**config.mk**
```make
export PLATFORM = sky130hd
export DESIGN_NAME = calibration_word_map
export DESIGN_NICKNAME = d
export VERILOG_FILES = /design/src/core/cwm_pkg.sv /design/src/core/cwm_store_if.sv /design/src/core/calibration_word_map.sv /design/src/core/cwm_word_store.sv
export VERILOG_INCLUDE_DIRS = /design/src /design/src/core
export SDC_FILE = /design/constraint.sdc
export NUM_CORES = 1
export LEC_CHECK = 0
export BUFFER_PORTS_ARGS = -buffer_cell sky130_fd_sc_hd__buf_2
export CAP_MARGIN = 20
export CORE_MARGIN = 1.5
export CORE_UTILIZATION = 50
export DETAILED_ROUTE_END_ITERATION = 6
export PLACE_DENSITY = 0.72
export SLEW_MARGIN = 20
export SYNTH_ARGS = -nofsm -noshare
export SYNTH_HDL_FRONTEND = slang
export SYNTH_SLANG_ARGS = --single-unit
```
**constraint.sdc**
```tcl
create_clock -name core_clk -period 6.6 [get_ports core_clk]
set_input_delay 0.99 -clock core_clk [delete_from_list [all_inputs] [get_ports core_clk]]
set_output_delay 0.99 -clock core_clk [all_outputs]
set_load 0.05 [all_outputs]
```
**src/core/cwm_params.svh**
```systemverilog
`ifndef CWM_PARAMS_SVH
`define CWM_PARAMS_SVH

// ==========================================================
// Word store geometry
`define CWM_WORDS        64
`define CWM_CAL_LAST     5'd31
`define CWM_PAR_BIT      4
`define CWM_PARITY_ODD   1'b0

// ==========================================================
// Word offsets of each field
`define CWM_A_GTREF      5'h00
`define CWM_A_OSC        5'h03
`define CWM_A_G2         5'h04
`define CWM_A_CGSW       5'h07
`define CWM_A_G1         5'h08
`define CWM_A_COFS_LO    5'h0b
`define CWM_A_G0         5'h0c
`define CWM_A_CLMP_COFS  5'h0f
`define CWM_A_OTREF      5'h10
`define CWM_A_RAIL_LO    5'h13
`define CWM_A_O2         5'h14
`define CWM_A_THERM_MIX  5'h17
`define CWM_A_O1         5'h18
`define CWM_A_TOFS_HI    5'h1b
`define CWM_A_O0         5'h1c
`define CWM_A_TGAIN      5'h1f

// ==========================================================
// Bit positions inside a word
`define CWM_B_SWAP       0
`define CWM_B_CLAMP_EN   0
`define CWM_B_TOFS0      0
`define CWM_B_TSEL       1

// ==========================================================
// Reset values
`define CWM_RST_NIB      4'h0
`define CWM_RST_BYTE     8'h00
`define CWM_BLANK_WORD   5'h00

`endif

```
**src/core/cwm_pkg.sv**
```systemverilog
package cwm_pkg;
    typedef enum logic [1:0] {
        ST_IDLE,
        ST_LOAD,
        ST_PUB
    } cwm_state_t;

    typedef logic [4:0] cwm_word_t;
    typedef logic [3:0] cwm_nib_t;
endpackage : cwm_pkg

```
**src/core/cwm_store_if.sv**
```systemverilog
`timescale 1ns/10ps
`default_nettype none

interface cwm_store_if;
    logic              we;
    logic [5:0]        addr;
    cwm_pkg::cwm_word_t wdata;
    cwm_pkg::cwm_word_t rdata;

    modport ctrl (output we, output addr, output wdata, input rdata);
    modport mem  (input we, input addr, input wdata, output rdata);
endinterface : cwm_store_if

`default_nettype wire

```
**src/core/calibration_word_map.sv**
```systemverilog
`timescale 1ns/10ps
`default_nettype none
`include "cwm_params.svh"

// Behaviour
// - Word: four data bits, parity bit four
// - Twelve-bit fields: low word holds lowest bits
// - Two temperature references, words 0-2, 16-18
// - Word 3 trims oscillator, 1111 fastest
// - Fine gain orders one, two signed
// - Fine offset orders one, two signed
// - Word 7 bit 0 swaps inputs
// - Word 7 bits 1-3 coarse gain
// - Coarse offset from words 11 and 15
// - Zero order gain uses ten bits
// - Zero order offset uses ten bits
// - Word 15 bit 0 enables clamping
// - Clamp low three, high three bits
// - Clamp from words 19 and 23
// - Sensor offset from words 23, 27
// - Word 23 bit 1 picks internal sensor
// - Sensor gain word 31 bits 1-3
// - Sensor gain 111 highest, 000 lowest
module calibration_word_map (
    input  wire logic        core_clk,              // 125 MHz clock
    input  wire logic        nrst,                  // Sync reset, low
    input  wire logic        cal_reload,            // Reload request pulse
    input  wire logic        prog_wr_en,            // Word write strobe
    input  wire logic        prog_rd_en,            // Word read strobe
    input  wire logic [7:0]  prog_addr,             // Word address
    input  wire logic [7:0]  prog_wdata,            // Write byte
    output logic      [7:0]  prog_rdata,            // Read byte
    output logic             prog_rvalid,           // Read byte valid
    output logic             prog_wack,             // Write taken
    output logic             prog_busy,             // Reload running
    output logic             cal_valid,             // Fields published
    output logic             parity_error,          // Parity miss seen
    output logic      [11:0] gain_temp_reference,   // Gain ref temp
    output logic      [11:0] offset_temp_reference, // Offset ref temp
    output logic      [3:0]  oscillator_trim,       // Oscillator trim
    output logic      [11:0] gain_second_order,     // Signed
    output logic      [11:0] gain_first_order,      // Signed
    output logic      [9:0]  gain_zero_order,       // Ten used bits
    output logic      [11:0] offset_second_order,   // Signed
    output logic      [11:0] offset_first_order,    // Signed
    output logic      [9:0]  offset_zero_order,     // Ten used bits
    output logic             input_swap,            // Swap sensor inputs
    output logic      [2:0]  coarse_gain_select,    // Coarse gain
    output logic      [6:0]  coarse_offset_select,  // Coarse offset
    output logic             rail_limit_enable,     // Clamp enable
    output logic      [5:0]  rail_limit_levels,     // High 5:3, low 2:0
    output logic             thermal_source_select, // 1 internal sensor
    output logic      [4:0]  thermal_sensor_offset, // Ext sensor offset
    output logic      [2:0]  thermal_sensor_gain    // Sensor gain
);
    // ==========================================================
    // Declarations
    cwm_pkg::cwm_state_t state_reg;
    logic [4:0]          cnt_reg;
    cwm_pkg::cwm_nib_t   nib_reg [0:31];
    logic                addr_ok;
    logic                wr_take;
    logic                rd_take;
    logic                par_bad;

    cwm_store_if st_if ();

    cwm_word_store u_store (
        .core_clk (core_clk),
        .st       (st_if.mem)
    );

    // ==========================================================
    // Store port: loader owns it while busy
    assign addr_ok = (prog_addr[7:6] == 2'h0);
    assign wr_take = prog_wr_en && !prog_busy && addr_ok;
    assign rd_take = prog_rd_en && !prog_busy;

    assign st_if.we    = wr_take;
    assign st_if.wdata = prog_wdata[4:0];
    assign st_if.addr  = prog_busy ? {1'b0, cnt_reg} : prog_addr[5:0];

    // Even parity unless the odd option is set
    assign par_bad = ((^st_if.rdata) != `CWM_PARITY_ODD);

    // ==========================================================
    // Loader sequence
    always_ff @(posedge core_clk) begin
        if (!nrst) begin
            state_reg <= cwm_pkg::ST_LOAD;
            cnt_reg   <= 5'h00;
            prog_busy <= 1'b1;
        end else begin
            case (state_reg)
                cwm_pkg::ST_LOAD: begin
                    cnt_reg <= cnt_reg + 5'h01;
                    if (cnt_reg == `CWM_CAL_LAST) begin
                        state_reg <= cwm_pkg::ST_PUB;
                    end
                end
                cwm_pkg::ST_PUB: begin
                    state_reg <= cwm_pkg::ST_IDLE;
                    prog_busy <= 1'b0;
                end
                default: begin
                    if (cal_reload) begin
                        state_reg <= cwm_pkg::ST_LOAD;
                        cnt_reg   <= 5'h00;
                        prog_busy <= 1'b1;
                    end
                end
            endcase
        end
    end

    // Shadow nibbles: outputs only change at publish
    always_ff @(posedge core_clk) begin
        if (!nrst) begin
            for (int i = 0; i < 32; i++) begin
                nib_reg[i] <= `CWM_RST_NIB;
            end
        end else if (state_reg == cwm_pkg::ST_LOAD) begin
            nib_reg[cnt_reg] <= st_if.rdata[3:0];
        end
    end

    // Parity check over every loaded word, rearmed per load
    always_ff @(posedge core_clk) begin
        if (!nrst) begin
            parity_error <= 1'b0;
        end else if (state_reg == cwm_pkg::ST_LOAD) begin
            if (cnt_reg == 5'h00) begin
                parity_error <= par_bad;
            end else if (par_bad) begin
                parity_error <= 1'b1;
            end
        end
    end

    // ==========================================================
    // Programmer word access
    always_ff @(posedge core_clk) begin
        if (!nrst) begin
            prog_rdata  <= `CWM_RST_BYTE;
            prog_rvalid <= 1'b0;
            prog_wack   <= 1'b0;
        end else begin
            prog_rvalid <= rd_take;
            prog_wack   <= wr_take;
            if (rd_take) begin
                // Upper three bits always zero; out of range reads zero
                prog_rdata <= addr_ok ? {3'h0, st_if.rdata} : `CWM_RST_BYTE;
            end
        end
    end

    // ==========================================================
    // Field assembly at publish
    // Valid drops one edge after a reload is taken, once busy is up
    always_ff @(posedge core_clk) begin
        if (!nrst) begin
            cal_valid <= 1'b0;
        end else if (state_reg == cwm_pkg::ST_PUB) begin
            cal_valid <= 1'b1;
        end else if (state_reg == cwm_pkg::ST_LOAD) begin
            cal_valid <= 1'b0;
        end
    end

    always_ff @(posedge core_clk) begin
        if (!nrst) begin
            gain_temp_reference   <= 12'h000;
            offset_temp_reference <= 12'h000;
            oscillator_trim       <= 4'h0;
            gain_second_order     <= 12'h000;
            gain_first_order      <= 12'h000;
            gain_zero_order       <= 10'h000;
            offset_second_order   <= 12'h000;
            offset_first_order    <= 12'h000;
            offset_zero_order     <= 10'h000;
            input_swap            <= 1'b0;
            coarse_gain_select    <= 3'h0;
            coarse_offset_select  <= 7'h00;
            rail_limit_enable     <= 1'b0;
            rail_limit_levels     <= 6'h00;
            thermal_source_select <= 1'b0;
            thermal_sensor_offset <= 5'h00;
            thermal_sensor_gain   <= 3'h0;
        end else if (state_reg == cwm_pkg::ST_PUB) begin
            gain_temp_reference   <= {nib_reg[`CWM_A_GTREF+5'd2], nib_reg[`CWM_A_GTREF+5'd1],
                                      nib_reg[`CWM_A_GTREF]};
            offset_temp_reference <= {nib_reg[`CWM_A_OTREF+5'd2], nib_reg[`CWM_A_OTREF+5'd1],
                                      nib_reg[`CWM_A_OTREF]};
            // Word bit 0 carries the trim MSB
            oscillator_trim       <= {<<{nib_reg[`CWM_A_OSC]}};
            gain_second_order     <= {nib_reg[`CWM_A_G2+5'd2], nib_reg[`CWM_A_G2+5'd1],
                                      nib_reg[`CWM_A_G2]};
            gain_first_order      <= {nib_reg[`CWM_A_G1+5'd2], nib_reg[`CWM_A_G1+5'd1],
                                      nib_reg[`CWM_A_G1]};
            // Top two stored bits dropped, programmer keeps them zero
            gain_zero_order       <= {nib_reg[`CWM_A_G0+5'd2][1:0], nib_reg[`CWM_A_G0+5'd1],
                                      nib_reg[`CWM_A_G0]};
            offset_second_order   <= {nib_reg[`CWM_A_O2+5'd2], nib_reg[`CWM_A_O2+5'd1],
                                      nib_reg[`CWM_A_O2]};
            offset_first_order    <= {nib_reg[`CWM_A_O1+5'd2], nib_reg[`CWM_A_O1+5'd1],
                                      nib_reg[`CWM_A_O1]};
            offset_zero_order     <= {nib_reg[`CWM_A_O0+5'd2][1:0], nib_reg[`CWM_A_O0+5'd1],
                                      nib_reg[`CWM_A_O0]};
            input_swap            <= nib_reg[`CWM_A_CGSW][`CWM_B_SWAP];
            coarse_gain_select    <= {nib_reg[`CWM_A_CGSW][1], nib_reg[`CWM_A_CGSW][2],
                                      nib_reg[`CWM_A_CGSW][3]};
            coarse_offset_select  <= {nib_reg[`CWM_A_CLMP_COFS][1], nib_reg[`CWM_A_CLMP_COFS][2],
                                      nib_reg[`CWM_A_CLMP_COFS][3],
                                      nib_reg[`CWM_A_COFS_LO][0], nib_reg[`CWM_A_COFS_LO][1],
                                      nib_reg[`CWM_A_COFS_LO][2], nib_reg[`CWM_A_COFS_LO][3]};
            rail_limit_enable     <= nib_reg[`CWM_A_CLMP_COFS][`CWM_B_CLAMP_EN];
            rail_limit_levels     <= {nib_reg[`CWM_A_THERM_MIX][2], nib_reg[`CWM_A_THERM_MIX][3],
                                      nib_reg[`CWM_A_RAIL_LO][0], nib_reg[`CWM_A_RAIL_LO][1],
                                      nib_reg[`CWM_A_RAIL_LO][2], nib_reg[`CWM_A_RAIL_LO][3]};
            thermal_source_select <= nib_reg[`CWM_A_THERM_MIX][`CWM_B_TSEL];
            // Inverted sense: all ones gives the lowest pin voltage
            thermal_sensor_offset <= {nib_reg[`CWM_A_TOFS_HI][0], nib_reg[`CWM_A_TOFS_HI][1],
                                      nib_reg[`CWM_A_TOFS_HI][2], nib_reg[`CWM_A_TOFS_HI][3],
                                      nib_reg[`CWM_A_THERM_MIX][`CWM_B_TOFS0]};
            // Bit 0 of this word is ignored
            thermal_sensor_gain   <= {nib_reg[`CWM_A_TGAIN][1], nib_reg[`CWM_A_TGAIN][2],
                                      nib_reg[`CWM_A_TGAIN][3]};
        end
    end
endmodule : calibration_word_map

`default_nettype wire

```
**src/core/cwm_word_store.sv**
```systemverilog
`timescale 1ns/10ps
`default_nettype none
`include "cwm_params.svh"

module cwm_word_store (
    input  wire logic core_clk, // Core clock
    cwm_store_if.mem  st        // Word port
);
    // Nonvolatile contents: deliberately not cleared by reset
    // Erased image at power-up so a first reload never reads unknown words
    cwm_pkg::cwm_word_t mem_reg [0:`CWM_WORDS-1] = '{default: `CWM_BLANK_WORD};

    always_ff @(posedge core_clk) begin
        if (st.we) begin
            mem_reg[st.addr] <= st.wdata;
        end
    end

    assign st.rdata = mem_reg[st.addr];
endmodule : cwm_word_store

`default_nettype wire

```
==> results.md <==
- Fmax: 209.8 MHz
- Combinational Power Share: under 10%
- Largest net degree at the start of global routing: ~120
- Core Util, Final: 57.55%
- # setup viols final: 0
- CP Data Required Time: between 7 and 8 ns
- Reg clk slew, reported paths: 0.07 ns
- DRC: 0
- Worst-Skew Late Latency: 0.62 ns
- Flip-flop and latch count after synthesis: slightly below 600
- Min cycle time layout: 4.767 ns
- Synth Warn #: 0
- CTS tree: done
- Arrival @ worst endpoint: 5.29 ns
- GRT Residual Overflow: 0
- Die width: 214.2 um
- Met2 Resource Use GR: 36.43%
- Drt pass-1 iters: 7
- Setup_tns: 0 ns
- CTS Hold Bufs: 0
- DP HPWL: 31170 um
- Cells after synthesis: 1781
- Crit Path Max Fanout: 52
- Post-route ant nets: 0
- Share of layout cells above drive strength 1: between 10% and 20%
- Synth Area in Compound Gates: under 10%
- Max-slew headroom: between 20% and 30%
- Worst r2r path cells: 10
- Ys flop type: edfxtp_1
- Synth-to-layout area growth: 13.86%
- Post-synth EDFFs: approximately 440
- CP max stage delay: 0.90 ns
- Vias in the first global route: between 10000 and 15000
- Antenna diodes: 0
- TritonCTS buffer count: between 50 and 60
- Number of top-level pins: about 160
- Max-cap violations: 0
- GR peak layer: met2
- Hold crit path type: reg -> reg
- First-pass GRT wire length: about 79000 um
- Sw power: 1.701 mW
- P per Cell Area: 297.5 nW/um2
- Worst-Margin Slew: 1.147 ns
- Clock skew: 0.03193 ns
- RSZ-0062 raised after global routing: no
- VDD IR-drop max: 0.2016 mV
- Fin crit share: 72.23%
- GRT met3 Usage: ~5%
- LEAKAGE: 9.057 nW
- GRT Overall Usage: between 20 and 25%
- Mux cell area share after synthesis: 6.490%
- Flop pwr share: 52.8%
- Slew Limit Fails: 0
- Height of the chip: 214.2 um
- Setup bufs post-CTS: 0
- Via count: approximately 14000
- Wire per inst: ~20 um
- H-Tree Level Count: 2
- Fraction of power spent switching nets: 22.52%
- CP Class: reg -> reg
- Crit. End Element: register
- IO Port Bufs: 150
- Rows: 77
- Mapped cell area: 22310 um2
- Critical-path top delay cell: dfxtp_1
- Worst Hold Path Cells: 2
- DR iter-0 viols: 1479
- Post-Synth Adder-Cell Area: 0.3927%
- Synth Area in XOR/XNOR: 0.1795%
- Final Hold Fails: 0
- Max FFs per register: 320
- Sequential area share after synthesis: between 70 and 80%
- Post-synth cell types: 44
- FF-to-FF setup slack: 1.83 ns
- CP Launch Type: register
- Max clock buf depth: 3
- Clock Sinks: 583
- GP Congestion: roughly 0.8
- Async S/R FF share, synth: 0%
- Post-CTS Resized: 0
- Global-route met1 utilization: 29.50%
- Die area: 45890 um2
- Antenna violations before repair: 0
- Critical path cell sequence: mux2_4 > buf_4 > mux2i_1 > a32oi_1 > a31oi_1 > nor4_1 > nand2_1 > xnor2_1 > xnor3_1 > a31o_1
- Vias/cell: ~5.6
- Core area: around 44000 um2
- Cell Int Power: 5.853 mW
- Syn avg cell area: 12.52 um2
- Nets: 1933
- Largest family of logic cells by synthesized area: simple AND/OR/NAND/NOR gates
- Routed wire length: ~52000 um
- Outcome: complete, no violations
- Clk pwr share: about two fifths
- Initial Util: 50.55%
- Simple-Gate Fraction of Synth Area: 14.04%
- CTS root buffer: clkbuf_16
## logic make-up after synthesis
group,Yosys count
other cells,1
simple gates,764
flops,583
mux,144
buf+inv,121
xor+xnor,3
fa+ha+maj,7
compound gates,158
## cell usage in the layout, fill, tap and decap left out, types with 3 or more instances in the layout
cell	count
mux2i_1	141
inv_1	6
nand2_1	307
clkbuf_8	8
dfxtp_1	140
o22ai_1	40
buf_2	150
inv_4	3
nor4_1	22
clkinv_2	10
a31oi_1	17
nor3b_1	3
clkinvlp_4	3
clkbuf_16	61
nor2b_1	5
conb_1	3
ha_1	6
clkinv_1	10
o21ai_0	3
nor2_1	332
a32oi_1	17
nor3_1	30
a21oi_1	71
buf_4	24
nand3b_1	3
edfxtp_1	443
a22oi_1	5
nand3_1	40
and2_1	6
and3_1	7
clkbuf_1	13
## final cells by class
cell class                 instances  area (um2)
sequential                       583       16110
tap                              592       740.7
fill                            3507       18730
clock inverter                    26       152.6
multi-input combinational       1079        5712
inverter                           7       28.78
clock buffer                      82        1685
timing repair buffer             176       970.9
## metrics by stage
step	hold WS, ns	power [mW]	setup slack [ns]	area, um2	instances
6_report	0.4817	7.555	1.833	25400	2545
2_1_floorplan	0.4565	4.322	3.358	22310	1783
3_3_place_gp	0.4612	4.471	1.658	23560	2437
4_1_cts	0.4852	7.584	1.873	25400	2545
3_5_place_dp	0.4706	4.482	1.685	23560	2437
5_1_grt	0.5022	7.755	1.661	25400	2545
## worst max-delay path, delay by kind of cell (launching register included)
family          cells  cell delay [ns]
simple gates        2             0.91
flops               1             0.90
mux                 2             0.84
compound gates      3             0.71
xor+xnor            2             0.67
buf+inv             1             0.60
## final timing paths
check	startpoint	end
max	prog_busy	parity_error
min	nib_reg[26][1]	offset_first_order[9]
max reg2reg	prog_busy	parity_error
min reg2reg	nib_reg[26][1]	offset_first_order[9]
## synthesized netlist by cell type, types with 2 or more instances
cell | instances | share of area, %
nand3_1 | 40 | 0.90
nand2_1 | 307 | 5.2
nand3b_1 | 3 | 0.10
nor3b_1 | 3 | 0.10
buf_4 | 12 | 0.40
nor3_1 | 30 | 0.67
a31oi_1 | 17 | 0.48
or3b_1 | 2 | 0.079
nor2b_1 | 5 | 0.14
buf_1 | 11 | 0.19
dfxtp_1 | 140 | 13
and2_1 | 5 | 0.14
inv_1 | 6 | 0.10
buf_2 | 29 | 0.65
a22oi_1 | 5 | 0.17
o21ai_0 | 3 | 0.067
edfxtp_1 | 443 | 60
or3_1 | 2 | 0.056
ha_1 | 7 | 0.39
a21oi_1 | 71 | 1.6
nor4_1 | 22 | 0.62
o22ai_1 | 40 | 1.1
a32oi_1 | 17 | 0.67
clkbuf_1 | 62 | 1.0
and3_1 | 7 | 0.20
nor2_1 | 332 | 5.6
mux2i_1 | 142 | 6.4
xnor2_1 | 2 | 0.079
## per-layer routing
metal  part of all wire [%]  wire (um)
met1                     41      21360
met2                     48      24970
met3                    8.2       4302
met4                    2.9       1520
met5                      0          0
## power groups by stage
stage / registers, mW / clock network [mW] / logic (mW)
after floorplan: 4.07 / 0 / 0.249
after global placement: 4.07 / 0 / 0.402
after detailed placement: 4.07 / 0 / 0.411
after CTS: 3.99 / 3.18 / 0.414
after global routing: 3.99 / 3.32 / 0.444
final: 3.99 / 3.15 / 0.416
Note: power is estimated with default switching activity, not from simulation.
